$ cat src/rtl/vic_pkg.sv
// Constants, state codes and carrier types of the interrupt controller.
// Assumes a single 100 MHz core clock shared with the CPU core.
`default_nettype none

package vic_pkg;

	////////////////////////////////////////////////////////////////////////
	// Register file offsets
	localparam logic [7:0] ADDR_FVH  = 8'hda;
	localparam logic [7:0] ADDR_FVL  = 8'hdb;
	localparam logic [7:0] ADDR_REQ  = 8'hdc;
	localparam logic [7:0] ADDR_MASK = 8'hdd;
	localparam logic [7:0] ADDR_SYM  = 8'hde;
	localparam logic [7:0] ADDR_PRIO = 8'hff;

	// Reset values
	localparam logic [7:0] RST_SYM  = 8'h00;
	localparam logic [7:0] RST_REQ  = 8'h00;
	localparam logic [7:0] RST_MASK = 8'h00;
	localparam logic [7:0] RST_PRIO = 8'h00;
	localparam logic [7:0] RST_FV   = 8'h00;

	// Mode register fields
	localparam int SYM_GIE  = 0;
	localparam int SYM_FIE  = 1;
	localparam int SYM_FSEL = 2;
	localparam int SYM_W    = 5;

	// Priority register fields
	localparam int PRIO_A   = 0;
	localparam int PRIO_G0  = 1;
	localparam int PRIO_G1  = 4;
	localparam int PRIO_C   = 5;
	localparam int PRIO_SUB = 6;
	localparam int PRIO_G2  = 7;

	////////////////////////////////////////////////////////////////////////
	// Entry timing in clock cycles
	localparam logic [4:0] NORMAL_ENTRY_CYC = 5'h10;
	localparam logic [4:0] FAST_ENTRY_CYC   = 5'h06;

	// Levels whose pending bit is hidden and cleared by hardware
	localparam logic [7:0] HW_CLEAR_LEVELS = 8'h0f;
	localparam logic [7:0] VECTOR_BASE     = 8'h00;

	// Group order per {prio7,prio4,prio1}: {first,second,third}, A=0 B=1 C=2
	localparam logic [47:0] GROUP_ORDER_DEF = {
		6'h24, 6'h09, 6'h24, 6'h21, 6'h12, 6'h06, 6'h18, 6'h06};

	////////////////////////////////////////////////////////////////////////
	typedef enum logic [3:0] {
		ST_IDLE = 4'h0,
		ST_PCL  = 4'h1,
		ST_PCH  = 4'h3,
		ST_FLG  = 4'h2,
		ST_VH   = 4'h6,
		ST_VL   = 4'h7,
		ST_VCAP = 4'h5,
		ST_BR   = 4'h4,
		ST_FAST = 4'h8
	} entry_state_t;

	typedef struct packed {
		logic        push;
		logic [7:0]  push_data;
		logic        rom_rd;
		logic [7:0]  rom_addr;
		logic        pc_load;
		logic [15:0] pc;
		logic        flags_load;
		logic [7:0]  flags;
	} cpu_ctl_t;

endpackage

`default_nettype wire

$ cat src/rtl/level_priority_resolver.sv
// Picks the winning interrupt level from the gated requests.
// Assumes requests are already masked by the caller; the caller applies global enable after the pick.
`default_nettype none

module level_priority_resolver #(
	parameter logic [47:0] GROUP_ORDER = vic_pkg::GROUP_ORDER_DEF
) (
	// Requests and priority setting
	input  wire logic [7:0] req_in,
	input  wire logic [7:0] prio_in,
	// Winner
	output logic            valid_out,
	output logic [2:0]      level_out
);

	////////////////////////////////////////////////////////////////////////
	function automatic logic [3:0] first_of2(input logic [7:0] r,
		input logic [2:0] x, input logic [2:0] y);
		if (r[x])
			first_of2 = {1'b1, x};
		else
			first_of2 = {r[y], y};
	endfunction

	logic [3:0] grp_a;
	logic [3:0] grp_b;
	logic [3:0] grp_c;
	logic [3:0] sub67;
	logic [3:0] grp [3];
	logic [5:0] order;
	logic [1:0] g;

	always_comb
	begin
		// Within group A the low priority bit picks level 0 or 1
		if (prio_in[vic_pkg::PRIO_A])
			grp_a = first_of2(req_in, 3'd1, 3'd0);
		else
			grp_a = first_of2(req_in, 3'd0, 3'd1);
		grp_b = first_of2(req_in, 3'd2, 3'd3);
		if (!grp_b[3])
			grp_b = {req_in[4], 3'd4};
		// Subgroup of 6 and 7, then level 5 against the subgroup
		if (prio_in[vic_pkg::PRIO_SUB])
			sub67 = first_of2(req_in, 3'd7, 3'd6);
		else
			sub67 = first_of2(req_in, 3'd6, 3'd7);
		if (prio_in[vic_pkg::PRIO_C])
			grp_c = sub67[3] ? sub67 : {req_in[5], 3'd5};
		else
			grp_c = req_in[5] ? {1'b1, 3'd5} : sub67;
		grp[0] = grp_a;
		grp[1] = grp_b;
		grp[2] = grp_c;
		order = GROUP_ORDER[6*{prio_in[vic_pkg::PRIO_G2],
			prio_in[vic_pkg::PRIO_G1],
			prio_in[vic_pkg::PRIO_G0]} +: 6];
		valid_out = 1'b0;
		level_out = 3'd0;
		for (int i = 2; i >= 0; i--)
		begin
			g = order[2*i +: 2];
			if (!valid_out && g != 2'd3 && grp[g][3])
			begin
				valid_out = 1'b1;
				level_out = grp[g][2:0];
			end
		end
	end

endmodule

`default_nettype wire

$ cat src/rtl/vectored_interrupt_controller.sv
// Eight-level vectored interrupt controller with fast interrupt path.
// Assumes the CPU core shares the clock, presents its register-file access
// here, signals instruction boundaries and pops for the return itself.
`default_nettype none

module vectored_interrupt_controller #(
	parameter logic [7:0]  HW_CLEAR    = vic_pkg::HW_CLEAR_LEVELS,
	parameter logic [7:0]  VEC_BASE    = vic_pkg::VECTOR_BASE,
	parameter logic [47:0] GROUP_ORDER = vic_pkg::GROUP_ORDER_DEF
) (
	// Clock and reset
	input  wire logic               ref_clk_in,
	input  wire logic               rst_n_in,
	// Register file access
	input  wire logic [7:0]         reg_addr_in,
	input  wire logic               reg_wr_in,
	input  wire logic [7:0]         reg_wdata_in,
	output logic [7:0]              reg_rdata_out,
	// Instruction events from the core
	input  wire logic               instr_end_in,
	input  wire logic               global_unmask_instr_in,
	input  wire logic               global_mask_instr_in,
	input  wire logic               return_from_service_in,
	input  wire logic [15:0]        ret_pc_in,
	input  wire logic [7:0]         ret_flags_in,
	// Core state
	input  wire logic [15:0]        pc_in,
	input  wire logic [7:0]         flags_in,
	input  wire logic [7:0]         rom_data_in,
	// Interrupt sources: events for hidden levels, enabled levels else
	input  wire logic [7:0]         src_req_in,
	// Toward the core
	output var vic_pkg::cpu_ctl_t   cpu_ctl_out,
	output logic                    acknowledge_strobe_out,
	output logic [2:0]              ack_level_out,
	output logic                    busy_out,
	output logic                    fast_status_out,
	output logic [7:0]              level_pulse_out
);

	////////////////////////////////////////////////////////////////////////
	// Register state
	logic [vic_pkg::SYM_W-1:0] sym_reg, sym_next;
	logic [7:0]  mask_reg, mask_next;
	logic [7:0]  prio_reg, prio_next;
	logic [15:0] fvp_reg, fvp_next;
	logic [7:0]  status_reg, status_next;
	logic [7:0]  pend_reg, pend_next;
	logic [7:0]  rdata_reg, rdata_next;
	logic [7:0]  pulse_reg, pulse_next;

	// Entry machine state
	vic_pkg::entry_state_t st_reg, st_next;
	vic_pkg::cpu_ctl_t     ctl_reg, ctl_next;
	logic [4:0]  cnt_reg, cnt_next;
	logic [4:0]  total_reg, total_next;
	logic [2:0]  lvl_reg, lvl_next;
	logic [15:0] pcs_reg, pcs_next;
	logic [7:0]  flgs_reg, flgs_next;
	logic [7:0]  vhi_reg, vhi_next;
	logic [7:0]  shadow_reg, shadow_next;
	logic        fast_reg, fast_next;
	logic        ack_reg, ack_next;

	logic [7:0]  active;
	logic        win_valid;
	logic [2:0]  win_level;

	////////////////////////////////////////////////////////////////////////
	// Hidden pending bits for hardware-cleared levels, source levels else
	always_comb
	begin
		active = (pend_reg & HW_CLEAR) | (src_req_in & ~HW_CLEAR);
	end

	level_priority_resolver #(
		.GROUP_ORDER(GROUP_ORDER)
	) u_resolver (
		.req_in   (active & mask_reg),
		.prio_in  (prio_reg),
		.valid_out(win_valid),
		.level_out(win_level)
	);

	////////////////////////////////////////////////////////////////////////
	// Register file and pending logic
	always_comb
	begin
		sym_next    = sym_reg;
		mask_next   = mask_reg;
		prio_next   = prio_reg;
		fvp_next    = fvp_reg;
		pend_next   = pend_reg;
		status_next = active;
		pulse_next  = src_req_in & HW_CLEAR & ~pend_reg;
		if (reg_wr_in)
		begin
			case (reg_addr_in)
				vic_pkg::ADDR_FVH:  fvp_next[15:8] = reg_wdata_in;
				vic_pkg::ADDR_FVL:  fvp_next[7:0] = reg_wdata_in;
				vic_pkg::ADDR_MASK: mask_next = reg_wdata_in;
				vic_pkg::ADDR_SYM:  sym_next = reg_wdata_in[4:0];
				vic_pkg::ADDR_PRIO: prio_next = reg_wdata_in;
				default:            ;
			endcase
		end
		// Status register takes no write
		if (global_unmask_instr_in)
			sym_next[vic_pkg::SYM_GIE] = 1'b1;
		if (global_mask_instr_in)
			sym_next[vic_pkg::SYM_GIE] = 1'b0;
		if (st_reg == vic_pkg::ST_IDLE && return_from_service_in)
			sym_next[vic_pkg::SYM_GIE] = 1'b1;
		if (ack_next)
		begin
			sym_next[vic_pkg::SYM_GIE] = 1'b0;
			pend_next[win_level] = 1'b0;
		end
		// Pointer swaps with the PC on fast entry and on fast return
		if (st_next == vic_pkg::ST_FAST)
			fvp_next = pc_in;
		if (st_reg == vic_pkg::ST_IDLE && return_from_service_in && fast_reg)
			fvp_next = ret_pc_in;
		// A new event wins over the clear in the same cycle
		pend_next = pend_next | (src_req_in & HW_CLEAR);
		case (reg_addr_in)
			vic_pkg::ADDR_FVH:  rdata_next = fvp_reg[15:8];
			vic_pkg::ADDR_FVL:  rdata_next = fvp_reg[7:0];
			vic_pkg::ADDR_REQ:  rdata_next = status_reg;
			vic_pkg::ADDR_MASK: rdata_next = mask_reg;
			vic_pkg::ADDR_SYM:  rdata_next = {3'h0, sym_reg};
			vic_pkg::ADDR_PRIO: rdata_next = prio_reg;
			default:            rdata_next = 8'h00;
		endcase
	end

	always_ff @(posedge ref_clk_in or negedge rst_n_in)
	begin
		if (!rst_n_in)
		begin
			sym_reg    <= vic_pkg::RST_SYM[4:0];
			mask_reg   <= vic_pkg::RST_MASK;
			prio_reg   <= vic_pkg::RST_PRIO;
			fvp_reg    <= {vic_pkg::RST_FV, vic_pkg::RST_FV};
			status_reg <= vic_pkg::RST_REQ;
			pend_reg   <= vic_pkg::RST_REQ;
			rdata_reg  <= 8'h00;
			pulse_reg  <= 8'h00;
		end
		else
		begin
			sym_reg    <= sym_next;
			mask_reg   <= mask_next;
			prio_reg   <= prio_next;
			fvp_reg    <= fvp_next;
			status_reg <= status_next;
			pend_reg   <= pend_next;
			rdata_reg  <= rdata_next;
			pulse_reg  <= pulse_next;
		end
	end

	////////////////////////////////////////////////////////////////////////
	// Entry and return machine; padding holds entry to its cycle budget
	always_comb
	begin
		st_next     = st_reg;
		ctl_next    = ctl_reg;
		ctl_next.push       = 1'b0;
		ctl_next.rom_rd     = 1'b0;
		ctl_next.pc_load    = 1'b0;
		ctl_next.flags_load = 1'b0;
		cnt_next    = cnt_reg + 5'd1;
		total_next  = total_reg;
		lvl_next    = lvl_reg;
		pcs_next    = pcs_reg;
		flgs_next   = flgs_reg;
		vhi_next    = vhi_reg;
		shadow_next = shadow_reg;
		fast_next   = fast_reg;
		ack_next    = 1'b0;
		case (st_reg)
			vic_pkg::ST_IDLE:
			begin
				cnt_next = 5'd1;
				if (return_from_service_in)
				begin
					ctl_next.pc_load    = 1'b1;
					ctl_next.flags_load = 1'b1;
					if (fast_reg)
					begin
						ctl_next.pc    = fvp_reg;
						ctl_next.flags = shadow_reg;
						fast_next      = 1'b0;
					end
					else
					begin
						ctl_next.pc    = ret_pc_in;
						ctl_next.flags = ret_flags_in;
					end
				end
				else if (instr_end_in && sym_reg[vic_pkg::SYM_GIE] &&
					win_valid)
				begin
					ack_next  = 1'b1;
					lvl_next  = win_level;
					pcs_next  = pc_in;
					flgs_next = flags_in;
					if (sym_reg[vic_pkg::SYM_FIE] &&
						win_level == sym_reg[4:vic_pkg::SYM_FSEL])
					begin
						// Old pointer is the target; it is swapped out now
						st_next     = vic_pkg::ST_FAST;
						ctl_next.pc = fvp_reg;
						total_next  = vic_pkg::FAST_ENTRY_CYC;
						shadow_next = flags_in;
					end
					else
					begin
						st_next    = vic_pkg::ST_PCL;
						total_next = vic_pkg::NORMAL_ENTRY_CYC;
					end
				end
			end
			vic_pkg::ST_PCL:
			begin
				ctl_next.push      = 1'b1;
				ctl_next.push_data = pcs_reg[7:0];
				st_next            = vic_pkg::ST_PCH;
			end
			vic_pkg::ST_PCH:
			begin
				ctl_next.push      = 1'b1;
				ctl_next.push_data = pcs_reg[15:8];
				st_next            = vic_pkg::ST_FLG;
			end
			vic_pkg::ST_FLG:
			begin
				ctl_next.push      = 1'b1;
				ctl_next.push_data = flgs_reg;
				st_next            = vic_pkg::ST_VH;
			end
			vic_pkg::ST_VH:
			begin
				ctl_next.rom_rd   = 1'b1;
				ctl_next.rom_addr = VEC_BASE + {4'h0, lvl_reg, 1'b0};
				st_next           = vic_pkg::ST_VL;
			end
			vic_pkg::ST_VL:
			begin
				vhi_next          = rom_data_in;
				ctl_next.rom_rd   = 1'b1;
				ctl_next.rom_addr = ctl_reg.rom_addr + 8'h01;
				st_next           = vic_pkg::ST_VCAP;
			end
			vic_pkg::ST_VCAP:
			begin
				ctl_next.pc = {vhi_reg, rom_data_in};
				st_next     = vic_pkg::ST_BR;
			end
			vic_pkg::ST_FAST:
			begin
				fast_next   = 1'b1;
				st_next     = vic_pkg::ST_BR;
			end
			vic_pkg::ST_BR:
			begin
				if (cnt_reg == total_reg - 5'd1)
				begin
					ctl_next.pc_load = 1'b1;
					st_next          = vic_pkg::ST_IDLE;
				end
			end
			default:
				st_next = vic_pkg::ST_IDLE;
		endcase
	end

	always_ff @(posedge ref_clk_in or negedge rst_n_in)
	begin
		if (!rst_n_in)
		begin
			st_reg     <= vic_pkg::ST_IDLE;
			ctl_reg    <= '0;
			cnt_reg    <= 5'd0;
			total_reg  <= 5'd0;
			lvl_reg    <= 3'd0;
			pcs_reg    <= 16'h0000;
			flgs_reg   <= 8'h00;
			vhi_reg    <= 8'h00;
			shadow_reg <= 8'h00;
			fast_reg   <= 1'b0;
			ack_reg    <= 1'b0;
		end
		else
		begin
			st_reg     <= st_next;
			ctl_reg    <= ctl_next;
			cnt_reg    <= cnt_next;
			total_reg  <= total_next;
			lvl_reg    <= lvl_next;
			pcs_reg    <= pcs_next;
			flgs_reg   <= flgs_next;
			vhi_reg    <= vhi_next;
			shadow_reg <= shadow_next;
			fast_reg   <= fast_next;
			ack_reg    <= ack_next;
		end
	end

	////////////////////////////////////////////////////////////////////////
	// Outputs
	always_comb
	begin
		reg_rdata_out          = rdata_reg;
		cpu_ctl_out            = ctl_reg;
		acknowledge_strobe_out = ack_reg;
		ack_level_out          = lvl_reg;
		busy_out               = (st_reg != vic_pkg::ST_IDLE);
		fast_status_out        = fast_reg;
		level_pulse_out        = pulse_reg;
	end

endmodule

`default_nettype wire

$ cat config.mk
export PLATFORM = sky130hd
export DESIGN_NAME = vectored_interrupt_controller
export DESIGN_NICKNAME = d
export VERILOG_FILES = /design/src/rtl/vic_pkg.sv /design/src/rtl/level_priority_resolver.sv /design/src/rtl/vectored_interrupt_controller.sv
export SDC_FILE = /design/constraint.sdc
export NUM_CORES = 1
export LEC_CHECK = 0
export ABC_AREA = 0
export BUFFER_PORTS_ARGS = -buffer_cell sky130_fd_sc_hd__buf_4
export CAP_MARGIN = 20
export CORE_ASPECT_RATIO = 1.75
export CORE_MARGIN = 2
export CORE_UTILIZATION = 52
export DETAILED_ROUTE_END_ITERATION = 7
export GPL_TIMING_DRIVEN = 0
export PLACE_DENSITY_LB_ADDON = 0.2
export SYNTH_ARGS = -nofsm -noshare
export SYNTH_HDL_FRONTEND = slang
export SYNTH_SLANG_ARGS = --single-unit
$ cat constraint.sdc
create_clock -name ref_clk_in -period 6.8 [get_ports ref_clk_in]
set_input_delay 1.02 -clock ref_clk_in [delete_from_list [all_inputs] [get_ports ref_clk_in]]
set_output_delay 1.02 -clock ref_clk_in [all_outputs]
set_load 0.005 [all_outputs]
==> impl_metrics.prom, run 1 <==
# TYPE chip_impl_metric gauge
chip_impl_info{name="status",value="completed"} 1
chip_impl_metric{name="power.density_cell_area",unit="mW/mm^2"} 319
chip_impl_metric{name="post_route_cells_drive_above_1_share",unit=""} 0.317
chip_impl_metric{name="synth_seq_area_share",unit=""} 0.501
chip_impl_metric{name="synth-edff-count",unit=""} 0
chip_impl_metric{name="gp_congestion",unit=""} 0.878
chip_impl_metric{name="hold_depth",unit=""} 0
chip_impl_metric{name="grt_remaining_overflow",unit=""} 0
chip_impl_metric{name="fin_tns_setup",unit="ns"} 0
chip_impl_metric{name="worstPathRequired",unit="ns"} 7.11
chip_impl_metric{name="setup_viol",unit=""} 0
chip_impl_metric{name="initial_utilization",unit=""} 0.528
chip_impl_info{name="crit_family",value="compound AO/OA/AOI/OAI gates"} 1
chip_impl_metric{name="route.vias.total",unit=""} 6586
chip_impl_metric{name="pwr-share-seq",unit=""} 0.407
chip_impl_metric{name="route.antenna.remaining_nets",unit=""} 0
chip_impl_metric{name="num-nets-final",unit=""} 990
chip_impl_metric{name="width_of_the_die",unit="um"} 98.0
chip_impl_metric{name="power.switching_fraction",unit=""} 0.336
chip_impl_metric{name="grt_usage",unit=""} 0.290
chip_impl_metric{name="ys_async_sr_fraction",unit=""} 1.00
chip_impl_metric{name="maximum_buffer_depth_of_the_clock_tree",unit=""} 2
chip_impl_info{name="crit_path_start_kind",value="primary input"} 1
chip_impl_metric{name="cp.buffers_inverters",unit=""} 3
chip_impl_metric{name="dpl.hpwl",unit="um"} 17900
chip_impl_metric{name="max_rail_drop_vdd",unit="mV"} 0.230
chip_impl_info{name="post-synth-top-count-cell",value="sky130_fd_sc_hd__dfrtp_1"} 1
chip_impl_metric{name="p_clk_frac",unit=""} 0.296
chip_impl_metric{name="p_int",unit="mW"} 2.12
chip_impl_info{name="largest_cells_by_area_after_synthesis",value="sky130_fd_sc_hd__dfrtp_1 (50%), sky130_fd_sc_hd__mux2_2 (10%), sky130_fd_sc_hd__mux2i_1 (8.2%)"} 1
chip_impl_info{name="cts_tree",value="done"} 1
chip_impl_info{name="top_ff_cell_synth",value="sky130_fd_sc_hd__dfrtp_1"} 1
chip_impl_metric{name="post_synth_num_cell_types",unit=""} 62
chip_impl_info{name="slowest_stage_cell_cp",value="sky130_fd_sc_hd__a222oi_1"} 1
chip_impl_metric{name="grt_start_max_net_pins",unit=""} 103
chip_impl_metric{name="pwr-share-comb",unit=""} 0.297
chip_impl_metric{name="hold_violations",unit=""} 0
chip_impl_metric{name="die-area",unit="mm^2"} 0.0165
chip_impl_metric{name="worst-r2r-cell-count",unit=""} 11
chip_impl_metric{name="vias_in_the_first_global_route",unit=""} 6923
chip_impl_metric{name="numPlacedInstances",unit=""} 1067
chip_impl_metric{name="areaGrowthSynthToFinish",unit="%"} 24.5
chip_impl_metric{name="yosys_warnings",unit=""} 0
chip_impl_metric{name="postRouteWirelength",unit="um"} 23500
chip_impl_metric{name="antenna_violations_before_repair",unit=""} 0
chip_impl_metric{name="seqCellArea",unit="mm^2"} 0.00403
chip_impl_info{name="critical_path_start_end_classification",value="primary input to flop"} 1
chip_impl_metric{name="fp.coreArea",unit="mm^2"} 0.0152
chip_impl_info{name="synth_area_leader_cell",value="sky130_fd_sc_hd__dfrtp_1"} 1
chip_impl_info{name="rsz0062_at_grt",value="false"} 1
chip_impl_metric{name="syn_inst",unit=""} 731
chip_impl_info{name="holdCritPathClass",value="flop to flop"} 1
chip_impl_metric{name="design.portCount",unit=""} 153
chip_impl_metric{name="cts_inserted_buffers",unit=""} 17
chip_impl_metric{name="grt_first_pass_wirelength",unit="um"} 37400
chip_impl_metric{name="via_per_instance_ratio",unit=""} 5.99
chip_impl_metric{name="net-switching-power",unit="mW"} 1.08
chip_impl_info{name="synth_commonest_cells",value="sky130_fd_sc_hd__dfrtp_1 (161), sky130_fd_sc_hd__mux2_2 (75), sky130_fd_sc_hd__nand2_1 (68)"} 1
chip_impl_metric{name="syn_area",unit="mm^2"} 0.00805
chip_impl_metric{name="die_height",unit="um"} 169
chip_impl_metric{name="clock_sink_count",unit=""} 161
chip_impl_metric{name="clkSlewWorstSetupHoldPaths",unit="ns"} 0.07
chip_impl_metric{name="cp_num_cells",unit=""} 12
chip_impl_metric{name="skew",unit="ns"} 0.0116
chip_impl_metric{name="maxSlewHeadroom",unit=""} 0.282
chip_impl_metric{name="filler_cell_count",unit=""} 1180
chip_impl_info{name="cts_root_buf",value="sky130_fd_sc_hd__clkbuf_16"} 1
chip_impl_metric{name="detail_route.drc_violations",unit=""} 0
chip_impl_info{name="series_of_cell_instances_along_the_critical_path",value="buf_4, a222oi_1, buf_2, nand4_1, a21oi_1, nor2_1, o221ai_2, xnor2_1, nand2_1, o31ai_4, buf_8, mux2_4"} 1
chip_impl_metric{name="num_rows",unit=""} 60
chip_impl_metric{name="finalCritPeriodShare",unit=""} 0.620
chip_impl_metric{name="number_of_iterations_in_the_first_detailed_routing_pass",unit=""} 5
chip_impl_metric{name="largest_register_ff_count",unit=""} 44
chip_impl_metric{name="antenna_cells_inserted",unit=""} 0
chip_impl_metric{name="area_of_combinational_cells_with_multiple_inputs",unit="mm^2"} 0.00378
chip_impl_metric{name="timing_max_transition_violations_final",unit=""} 0
chip_impl_info{name="type_of_element_capturing_the_critical_path",value="flop"} 1
chip_impl_metric{name="cts-hold-fix-buffers",unit=""} 0
chip_impl_metric{name="port_buffers",unit=""} 146
chip_impl_metric{name="layout_min_cycle_time",unit="ns"} 4.21
chip_impl_metric{name="post_drt_wl_per_cell",unit="um"} 21.4
chip_impl_metric{name="critical_path_peak_fanout",unit=""} 10
chip_impl_metric{name="worst_slew_pin_slew",unit="ns"} 1.08
chip_impl_metric{name="maximum_cell_stage_delay_along_the_critical_path",unit="ns"} 0.60
chip_impl_metric{name="leakagePower",unit="nW"} 4.68
chip_impl_metric{name="drv_cap",unit=""} 0
chip_impl_metric{name="cts_post_setup_buffers_inserted",unit=""} 0
chip_impl_metric{name="h-tree-depth",unit=""} 4
chip_impl_metric{name="avgSynthCellArea",unit="um^2"} 11.0
chip_impl_metric{name="final_cells",unit=""} 1100
chip_impl_metric{name="worstPathArrival",unit="ns"} 4.53
chip_impl_metric{name="synth.top_cell.area_share",unit=""} 0.501
chip_impl_metric{name="clkLatencyLatePin",unit="ns"} 0.43
chip_impl_metric{name="cts_repair_resize_count",unit=""} 0
chip_impl_metric{name="fmaxAchievable",unit="GHz"} 0.237
chip_impl_metric{name="ys_seq_elements",unit=""} 161
chip_impl_metric{name="dr.first_iter.drc_count",unit=""} 354
[stage by stage]
| step | hold slack (ns) | setup WS (ns) | util | power [mW] | cell area, um^2 |
|---|---|---|---|---|---|
| floorplan | 0.374 | 3.24 | - | 1.85 | 8060 |
| global placement | 0.384 | 2.22 | 0.616 | 2.21 | 9390 |
| detailed placement | 0.382 | 2.18 | 0.619 | 2.26 | 9430 |
| CTS | 0.397 | 2.63 | 0.657 | 3.21 | 10000 |
| global route | 0.408 | 2.44 | 0.657 | 3.36 | 10000 |
| finish | 0.397 | 2.59 | 0.657 | 3.20 | 10000 |
[cell families after synthesis]
family | after synthesis | synth area share
compound gates | 165 | 0.135
xor+xnor | 6 | 0.00653
fa+ha+maj | 2 | 0.00311
buf+inv | 52 | 0.0317
flops | 161 | 0.501
mux | 153 | 0.209
other cells | 1 | 0.000466
simple gates | 191 | 0.113
[placed cells by master, fill, tap and decap left out, types with 7 or more instances in the layout]
master                      Yosys  layout
sky130_fd_sc_hd__a21o_1         9       9
sky130_fd_sc_hd__a21oi_1       29      29
sky130_fd_sc_hd__a22o_1         8       8
sky130_fd_sc_hd__a22oi_1       14      14
sky130_fd_sc_hd__a31oi_1        9       9
sky130_fd_sc_hd__buf_2          6       7
sky130_fd_sc_hd__buf_4          5     150
sky130_fd_sc_hd__clkbuf_1      20      20
sky130_fd_sc_hd__clkbuf_16      0      17
sky130_fd_sc_hd__dfrtp_1      161     161
sky130_fd_sc_hd__inv_1         10      10
sky130_fd_sc_hd__mux2_2        75      75
sky130_fd_sc_hd__mux2_4        12      12
sky130_fd_sc_hd__mux2i_1       66      66
sky130_fd_sc_hd__nand2_1       68      68
sky130_fd_sc_hd__nand2b_1       9       9
sky130_fd_sc_hd__nand3_1       13      13
sky130_fd_sc_hd__nor2_1        44      44
sky130_fd_sc_hd__nor2b_1       17      17
sky130_fd_sc_hd__nor3_1        11      11
sky130_fd_sc_hd__o21ai_0       44      44
sky130_fd_sc_hd__o21ai_1       14      14
[worst paths after layout]
kind                                     from               to  slack [ns]
worst max-delay path            src_req_in[7]  cpu_ctl_out[16]        2.59
worst min-delay path              pend_reg[2]    status_reg[2]        0.40
worst max register to register    pend_reg[2]  cpu_ctl_out[16]        2.77
worst min register to register    pend_reg[2]    status_reg[2]        0.40
max in group asynchronous            rst_n_in    status_reg[2]        5.34
min in group asynchronous            rst_n_in  cpu_ctl_out[18]        0.56
[worst register-to-register path: cells and delay by family, from the launching register on]
kind	cells	cell delay (ns)
AOI/OAI and AO/OA	5	2.32
buffers and inverters	2	0.38
DFF	1	0.39
and+or+nand+nor	2	0.24
muxes	2	0.60
[cell type report]
class	count	area share
Tap cell	186	0.0232
Inverter	12	0.00450
Timing Repair Buffer	148	0.113
Clock buffer	17	0.0425
Multi-Input combinational cell	521	0.378
Sequential cell	161	0.402
Buffer	40	0.0210
Clock inverter	15	0.0160
[routing by layer]
| metal | share of wire | vias up | track usage |
|---|---|---|---|
| li1 | - | 2996 | - |
| met4 | 0.043 | 0 | 0.132 |
| met5 | 0 | - | 0 |
| met3 | 0.054 | 56 | 0.0632 |
| met2 | 0.54 | 243 | 0.515 |
| met1 | 0.37 | 3291 | 0.332 |
[power groups by stage]
| stage | Clock (mW) | Combinational (mW) | Sequential [mW] |
|---|---|---|---|
| global placement | 0 | 0.908 | 1.30 |
| floorplan | 0 | 0.562 | 1.29 |
| detailed placement | 0 | 0.949 | 1.31 |
| global route | 0.996 | 1.04 | 1.33 |
| CTS | 0.956 | 0.953 | 1.30 |
| finish | 0.947 | 0.951 | 1.30 |
(Power assumes the default switching activity.)
==> run 2: changes to the inputs <==
--- a/config.mk
+++ b/config.mk
@@ -10,7 +10,7 @@
 export CAP_MARGIN = 20
 export CORE_ASPECT_RATIO = 1.75
 export CORE_MARGIN = 2
-export CORE_UTILIZATION = 52
+export CORE_UTILIZATION = 50
 export DETAILED_ROUTE_END_ITERATION = 7
 export GPL_TIMING_DRIVEN = 0
 export PLACE_DENSITY_LB_ADDON = 0.2
==> constraint.sdc (replaced) <==
create_clock -name ref_clk_in -period 3.62 [get_ports ref_clk_in]
set_input_delay 0.543 -clock ref_clk_in [delete_from_list [all_inputs] [get_ports ref_clk_in]]
set_output_delay 0.543 -clock ref_clk_in [all_outputs]
set_load 0.005 [all_outputs]
==> impl_metrics.prom, run 2 (synthesis results as in run 1) <==
# TYPE chip_impl_metric gauge
chip_impl_metric{name="hold-worst-slack",unit="ns"} 0.0782
chip_impl_metric{name="grt_first_pass_wirelength",unit="um"} 37400
chip_impl_metric{name="critical_path_peak_fanout",unit=""} 10
chip_impl_metric{name="flop2flop_setup_slack",unit="ns"} 0.11
chip_impl_metric{name="num_rows",unit=""} 61
chip_impl_metric{name="worstPathRequired",unit="ns"} 3.93
chip_impl_metric{name="timing_max_transition_violations_final",unit=""} 0
chip_impl_metric{name="fin_tns_setup",unit="ns"} 0
chip_impl_info{name="holdCritPathClass",value="primary input to asynchronous set/reset pin"} 1
chip_impl_metric{name="number_of_iterations_in_the_first_detailed_routing_pass",unit=""} 6
chip_impl_metric{name="clkSlewWorstSetupHoldPaths",unit="ns"} 0.08
chip_impl_info{name="series_of_cell_instances_along_the_critical_path",value="a22o_2, or4_1, a21oi_2, nor2_1, a21o_1, or2_2, inv_2, and4b_1, buf_4, buf_6, mux2_4"} 1
chip_impl_metric{name="via_per_instance_ratio",unit=""} 5.99
chip_impl_metric{name="design.portCount",unit=""} 153
chip_impl_metric{name="num-nets-final",unit=""} 993
chip_impl_metric{name="clock_sink_count",unit=""} 161
chip_impl_metric{name="detail_route.drc_violations",unit=""} 0
chip_impl_metric{name="numPlacedInstances",unit=""} 1070
chip_impl_metric{name="worst_slew_pin_slew",unit="ns"} 0.970
chip_impl_metric{name="maximum_cell_stage_delay_along_the_critical_path",unit="ns"} 0.52
chip_impl_metric{name="clkLatencyLatePin",unit="ns"} 0.44
chip_impl_info{name="most_used_cells_in_the_layout_excluding_fill_and_tap_cells",value="sky130_fd_sc_hd__dfrtp_1 (161), sky130_fd_sc_hd__buf_4 (153), sky130_fd_sc_hd__mux2_2 (75), sky130_fd_sc_hd__nand2_1 (68), sky130_fd_sc_hd__mux2i_1 (66)"} 1
chip_impl_metric{name="dpl.hpwl",unit="um"} 18300
chip_impl_metric{name="maxSlewHeadroom",unit=""} 0.348
chip_impl_metric{name="dr.first_iter.drc_count",unit=""} 341
chip_impl_metric{name="dpl_cell_area",unit="mm^2"} 0.00943
chip_impl_metric{name="cts-hold-fix-buffers",unit=""} 0
chip_impl_info{name="leading_cell_type_in_the_layout_fill_and_taps_excluded",value="sky130_fd_sc_hd__dfrtp_1"} 1
chip_impl_metric{name="hold_violations",unit=""} 0
chip_impl_metric{name="cp.buffers_inverters",unit=""} 3
chip_impl_metric{name="route.antenna.remaining_nets",unit=""} 0
chip_impl_metric{name="fp.coreArea",unit="mm^2"} 0.0158
chip_impl_metric{name="final_cells",unit=""} 1106
chip_impl_info{name="slowest_stage_cell_cp",value="sky130_fd_sc_hd__or4_1"} 1
chip_impl_metric{name="cts_inserted_buffers",unit=""} 17
chip_impl_metric{name="maximum_buffer_depth_of_the_clock_tree",unit=""} 2
chip_impl_metric{name="grt_start_max_net_pins",unit=""} 101
chip_impl_metric{name="worst-r2r-cell-count",unit=""} 11
chip_impl_metric{name="initial_utilization",unit=""} 0.509
chip_impl_info{name="type_of_element_capturing_the_critical_path",value="flop"} 1
chip_impl_metric{name="post_drt_wl_per_cell",unit="um"} 21.7
chip_impl_metric{name="drv_cap",unit=""} 0
chip_impl_metric{name="setup_viol",unit=""} 0
chip_impl_metric{name="finalInstanceArea",unit="mm^2"} 0.0101
chip_impl_info{name="status",value="completed"} 1
chip_impl_metric{name="fmaxAchievable",unit="GHz"} 0.285
chip_impl_metric{name="route.vias.total",unit=""} 6620
chip_impl_metric{name="die-area",unit="mm^2"} 0.0172
chip_impl_info{name="crit_path_start_kind",value="flop"} 1
chip_impl_metric{name="h-tree-depth",unit=""} 4
chip_impl_metric{name="pre_cts_ws",unit="ns"} -0.456
chip_impl_metric{name="grt_remaining_overflow",unit=""} 0
chip_impl_metric{name="layout_min_cycle_time",unit="ns"} 3.51
chip_impl_metric{name="largest_register_ff_count",unit=""} 44
chip_impl_metric{name="vias_in_the_first_global_route",unit=""} 6811
chip_impl_metric{name="width_of_the_die",unit="um"} 99.9
chip_impl_info{name="critical_path_start_end_classification",value="flop to flop"} 1
chip_impl_metric{name="power.density_cell_area",unit="mW/mm^2"} 606
chip_impl_metric{name="post_route_cells_drive_above_1_share",unit=""} 0.325
chip_impl_metric{name="skew",unit="ns"} 0.0162
chip_impl_metric{name="antenna_cells_inserted",unit=""} 0
chip_impl_info{name="crit_family",value="simple AND/OR/NAND/NOR gates"} 1
chip_impl_metric{name="finalWorstSetupSlack",unit="ns"} 0.113
chip_impl_info{name="critical_path.reg2reg.endpoint",value="shadow_reg[7]"} 1
chip_impl_metric{name="port_buffers",unit=""} 146
chip_impl_metric{name="postRouteWirelength",unit="um"} 24000
chip_impl_metric{name="areaGrowthSynthToFinish",unit="%"} 25.4
chip_impl_metric{name="max_rail_drop_vdd",unit="mV"} 0.424
chip_impl_metric{name="finalCritPeriodShare",unit=""} 0.969
chip_impl_metric{name="leakagePower",unit="nW"} 4.70
chip_impl_metric{name="gp_congestion",unit=""} 0.862
chip_impl_metric{name="antenna_violations_before_repair",unit=""} 0
chip_impl_metric{name="die_height",unit="um"} 172
chip_impl_info{name="cts_tree",value="done"} 1
chip_impl_metric{name="worstPathArrival",unit="ns"} 3.82
chip_impl_info{name="cts_root_buf",value="sky130_fd_sc_hd__clkbuf_16"} 1
chip_impl_info{name="rr_startpoint",value="pend_reg[0]"} 1
chip_impl_metric{name="grt_usage",unit=""} 0.287
[run 2: layer usage]
| metal | track usage | vias to the layer above | share of wire |
|---|---|---|---|
| li1 | - | 3003 | - |
| met1 | 0.335 | 3341 | 0.37 |
| met2 | 0.530 | 235 | 0.55 |
| met3 | 0.0455 | 41 | 0.050 |
| met4 | 0.0983 | 0 | 0.027 |
| met5 | 0 | - | 0 |
[run 2: layout make-up]
type / count / area (um^2)
fillers: 1279 / 5700
flip-flops and latches: 161 / 4030
clock buffers: 18 / 429
clock inverters: 14 / 159
repair buffers: 152 / 1180
inverters: 12 / 45.0
multi-input cells: 521 / 3810
well taps: 189 / 236
plain buffers: 39 / 210
[run 2: power by group]
part / internal (mW) / leakage [nW] / switching [mW] / total (mW)
registers: 2.17 / 2.06 / 0.279 / 2.45
clock network: 0.984 / 0.283 / 0.847 / 1.83
logic: 0.928 / 2.36 / 0.906 / 1.83
[run 2: how the worst max path moves through the flow]
stage	startpoint	to	slack, ns	cells after the start
2_1_floorplan	pend_reg[2]	cpu_ctl_out[15]	0.52	11
3_3_place_gp	src_req_in[7]	cpu_ctl_out[15]	-0.42	12
3_5_place_dp	src_req_in[7]	cpu_ctl_out[24]	-0.46	12
4_1_cts	prio_reg[7]	cpu_ctl_out[23]	0.07	12
5_1_grt	pend_reg[0]	shadow_reg[7]	-0.01	11
6_report	pend_reg[0]	shadow_reg[7]	0.11	11
[run 2: stage by stage]
stage | total power [mW] | utilization
floorplan | 3.47 | -
global placement | 4.16 | 0.595
detailed placement | 4.25 | 0.597
CTS | 6.12 | 0.637
global route | 6.40 | 0.639
finish | 6.12 | 0.639
[run 2: timing repair]
action | in CTS | in global routing
hold endpoints to repair | 0 | 0
buffers inserted | 4 | 0
setup endpoints to repair | 34 | 34
resized for setup | 0 | 7
pin swaps | 3 | 2
==> run 3: changes to the inputs <==
--- a/config.mk
+++ b/config.mk
@@ -9,7 +9,7 @@
 export BUFFER_PORTS_ARGS = -buffer_cell sky130_fd_sc_hd__buf_4
 export CAP_MARGIN = 20
 export CORE_ASPECT_RATIO = 1.75
-export CORE_MARGIN = 2
+export CORE_MARGIN = 3
 export CORE_UTILIZATION = 50
 export DETAILED_ROUTE_END_ITERATION = 7
 export GPL_TIMING_DRIVEN = 0
==> impl_metrics.prom, run 3 (synthesis results as in run 1) <==
# TYPE chip_impl_metric gauge
chip_impl_metric{name="dpl_cell_area",unit="mm^2"} 0.00943
chip_impl_metric{name="via_per_instance_ratio",unit=""} 5.97
chip_impl_metric{name="timing_max_transition_violations_final",unit=""} 0
chip_impl_metric{name="cp_num_cells",unit=""} 12
chip_impl_info{name="rr_startpoint",value="pend_reg[2]"} 1
chip_impl_metric{name="maximum_cell_stage_delay_along_the_critical_path",unit="ns"} 0.58
chip_impl_metric{name="hold-worst-slack",unit="ns"} 0.138
chip_impl_metric{name="die-area",unit="mm^2"} 0.0177
chip_impl_metric{name="fmaxAchievable",unit="GHz"} 0.289
chip_impl_metric{name="detail_route.drc_violations",unit=""} 0
chip_impl_metric{name="fp.coreArea",unit="mm^2"} 0.0156
chip_impl_metric{name="vias_in_the_first_global_route",unit=""} 6855
chip_impl_metric{name="cts_inserted_buffers",unit=""} 17
chip_impl_metric{name="finalCritPeriodShare",unit=""} 0.956
chip_impl_info{name="status",value="completed"} 1
chip_impl_metric{name="h-tree-depth",unit=""} 4
chip_impl_metric{name="grt_start_max_net_pins",unit=""} 90
chip_impl_info{name="most_frequent_cell_on_the_critical_path",value="sky130_fd_sc_hd__nand2_1"} 1
chip_impl_metric{name="width_of_the_die",unit="um"} 102
chip_impl_info{name="cts_root_buf",value="sky130_fd_sc_hd__clkbuf_16"} 1
chip_impl_metric{name="max_rail_drop_vdd",unit="mV"} 0.424
chip_impl_metric{name="port_buffers",unit=""} 146
chip_impl_metric{name="maximum_buffer_depth_of_the_clock_tree",unit=""} 2
chip_impl_metric{name="dr.first_iter.drc_count",unit=""} 371
chip_impl_info{name="critical_path_start_end_classification",value="flop to flop"} 1
chip_impl_info{name="worst_setup_sp",value="pend_reg[2]"} 1
chip_impl_metric{name="hold_violations",unit=""} 0
chip_impl_metric{name="skew",unit="ns"} 0.0136
chip_impl_info{name="type_of_element_capturing_the_critical_path",value="flop"} 1
chip_impl_metric{name="critical_path_peak_fanout",unit=""} 10
chip_impl_metric{name="route.antenna.remaining_nets",unit=""} 0
chip_impl_metric{name="grt_first_pass_wirelength",unit="um"} 36400
chip_impl_metric{name="route.vias.total",unit=""} 6586
chip_impl_metric{name="grt_usage",unit=""} 0.267
chip_impl_info{name="crit_path_start_kind",value="flop"} 1
chip_impl_metric{name="power.density_cell_area",unit="mW/mm^2"} 593
chip_impl_metric{name="worst-r2r-cell-count",unit=""} 12
chip_impl_metric{name="die_height",unit="um"} 174
chip_impl_info{name="cts_tree",value="done"} 1
chip_impl_info{name="critical_path.reg2reg.endpoint",value="cpu_ctl_out[17]"} 1
chip_impl_metric{name="cts-hold-fix-buffers",unit=""} 0
chip_impl_metric{name="num_rows",unit=""} 60
chip_impl_metric{name="layout_min_cycle_time",unit="ns"} 3.46
chip_impl_metric{name="filler_cell_count",unit=""} 1275
chip_impl_metric{name="postRouteWirelength",unit="um"} 23400
chip_impl_metric{name="maxSlewHeadroom",unit=""} 0.259
chip_impl_metric{name="antenna_violations_before_repair",unit=""} 0
chip_impl_metric{name="gp_congestion",unit=""} 0.863
chip_impl_metric{name="drv_cap",unit=""} 0
chip_impl_metric{name="dpl.hpwl",unit="um"} 18000
chip_impl_metric{name="clkSlewWorstSetupHoldPaths",unit="ns"} 0.07
chip_impl_info{name="series_of_cell_instances_along_the_critical_path",value="buf_6, a22oi_1, nand2_1, or4_1, o2111a_1, o221ai_2, xnor2_1, nand2_1, o31ai_4, buf_12, buf_8, mux2_4"} 1
chip_impl_metric{name="areaGrowthSynthToFinish",unit="%"} 24.6
chip_impl_metric{name="cp.buffers_inverters",unit=""} 3
chip_impl_metric{name="initial_utilization",unit=""} 0.515
chip_impl_metric{name="clock_sink_count",unit=""} 161
chip_impl_info{name="most_used_cells_in_the_layout_excluding_fill_and_tap_cells",value="sky130_fd_sc_hd__dfrtp_1 (161), sky130_fd_sc_hd__buf_4 (154), sky130_fd_sc_hd__mux2_2 (75), sky130_fd_sc_hd__nand2_1 (68), sky130_fd_sc_hd__mux2i_1 (66)"} 1
chip_impl_metric{name="setup_viol",unit=""} 0
chip_impl_metric{name="flop2flop_setup_slack",unit="ns"} 0.16
chip_impl_metric{name="worstPathRequired",unit="ns"} 3.93
chip_impl_metric{name="design.portCount",unit=""} 153
chip_impl_metric{name="antenna_cells_inserted",unit=""} 0
chip_impl_metric{name="worst_slew_pin_slew",unit="ns"} 1.10
chip_impl_metric{name="largest_register_ff_count",unit=""} 44
chip_impl_metric{name="post_route_cells_drive_above_1_share",unit=""} 0.325
chip_impl_metric{name="grt_remaining_overflow",unit=""} 0
chip_impl_metric{name="clkLatencyLatePin",unit="ns"} 0.43
chip_impl_info{name="leading_cell_type_in_the_layout_fill_and_taps_excluded",value="sky130_fd_sc_hd__dfrtp_1"} 1
chip_impl_metric{name="finalInstanceArea",unit="mm^2"} 0.0100
chip_impl_info{name="crit_family",value="compound AO/OA/AOI/OAI gates"} 1
chip_impl_metric{name="leakagePower",unit="nW"} 4.68
chip_impl_metric{name="worstPathArrival",unit="ns"} 3.77
chip_impl_info{name="slowest_stage_cell_cp",value="sky130_fd_sc_hd__or4_1"} 1
chip_impl_metric{name="number_of_iterations_in_the_first_detailed_routing_pass",unit=""} 5
chip_impl_info{name="holdCritPathClass",value="primary input to asynchronous set/reset pin"} 1
chip_impl_metric{name="post_drt_wl_per_cell",unit="um"} 21.2
chip_impl_metric{name="num-nets-final",unit=""} 994
[run 3: power by group]
group | switching, mW | internal, mW | total (mW)
logic | 0.901 | 0.928 | 1.83
clock network | 0.764 | 0.905 | 1.67
registers | 0.280 | 2.17 | 2.45
total | 1.94 | 4.01 | 5.95
[run 3: worst max path at each step]
stage                      end
2_1_floorplan  cpu_ctl_out[15]
3_3_place_gp   cpu_ctl_out[21]
3_5_place_dp   cpu_ctl_out[17]
4_1_cts        cpu_ctl_out[17]
5_1_grt        cpu_ctl_out[23]
6_report       cpu_ctl_out[17]
[run 3: layout make-up]
| cell class | count | area (um^2) | share of cell area |
|---|---|---|---|
| clock buffer | 19 | 443 | 0.0442 |
| buffer | 39 | 208 | 0.0207 |
| tap | 186 | 233 | 0.0232 |
| clock inverter | 13 | 103 | 0.0102 |
| timing repair buffer | 153 | 1180 | 0.118 |
| sequential | 161 | 4030 | 0.402 |
| inverter | 12 | 45.0 | 0.00449 |
| multi-input combinational | 521 | 3790 | 0.378 |
[run 3: per-stage QoR]
step	power [mW]	instances	setup TNS (ns)	setup WS (ns)	util
2_1_floorplan	3.47	734	0	0.515	-
3_3_place_gp	4.16	1066	-9.78	-0.395	0.601
3_5_place_dp	4.26	1068	-10.78	-0.469	0.604
4_1_cts	5.98	1105	0	0.106	0.642
5_1_grt	6.23	1104	-0.00804	-0.00481	0.642
6_report	5.95	1104	0	0.158	0.642
[run 3: worst reg2reg max path, stage by stage (launching register included)]
cell	delay [ns]
sky130_fd_sc_hd__dfrtp_1	0.39
sky130_fd_sc_hd__buf_6	0.14
sky130_fd_sc_hd__a22oi_1	0.25
sky130_fd_sc_hd__nand2_1	0.16
sky130_fd_sc_hd__or4_1	0.58
sky130_fd_sc_hd__o2111a_1	0.22
sky130_fd_sc_hd__o221ai_2	0.34
sky130_fd_sc_hd__xnor2_1	0.21
sky130_fd_sc_hd__nand2_1	0.16
sky130_fd_sc_hd__o31ai_4	0.28
sky130_fd_sc_hd__buf_12	0.16
sky130_fd_sc_hd__buf_8	0.16
sky130_fd_sc_hd__mux2_4	0.31
[run 3: routing by layer]
layer | share of wire | track usage
met1 | 0.37 | 0.311
met2 | 0.54 | 0.479
met3 | 0.053 | 0.0407
met4 | 0.033 | 0.108
met5 | 0 | 0
[run 3: what timing repair did]
item,4_1_cts,5_1_grt
pin swaps,3,0
endpoints found under the hold margin,0,0
endpoints found under the setup margin,26,26
buffers inserted,5,0
gates resized for setup,1,5
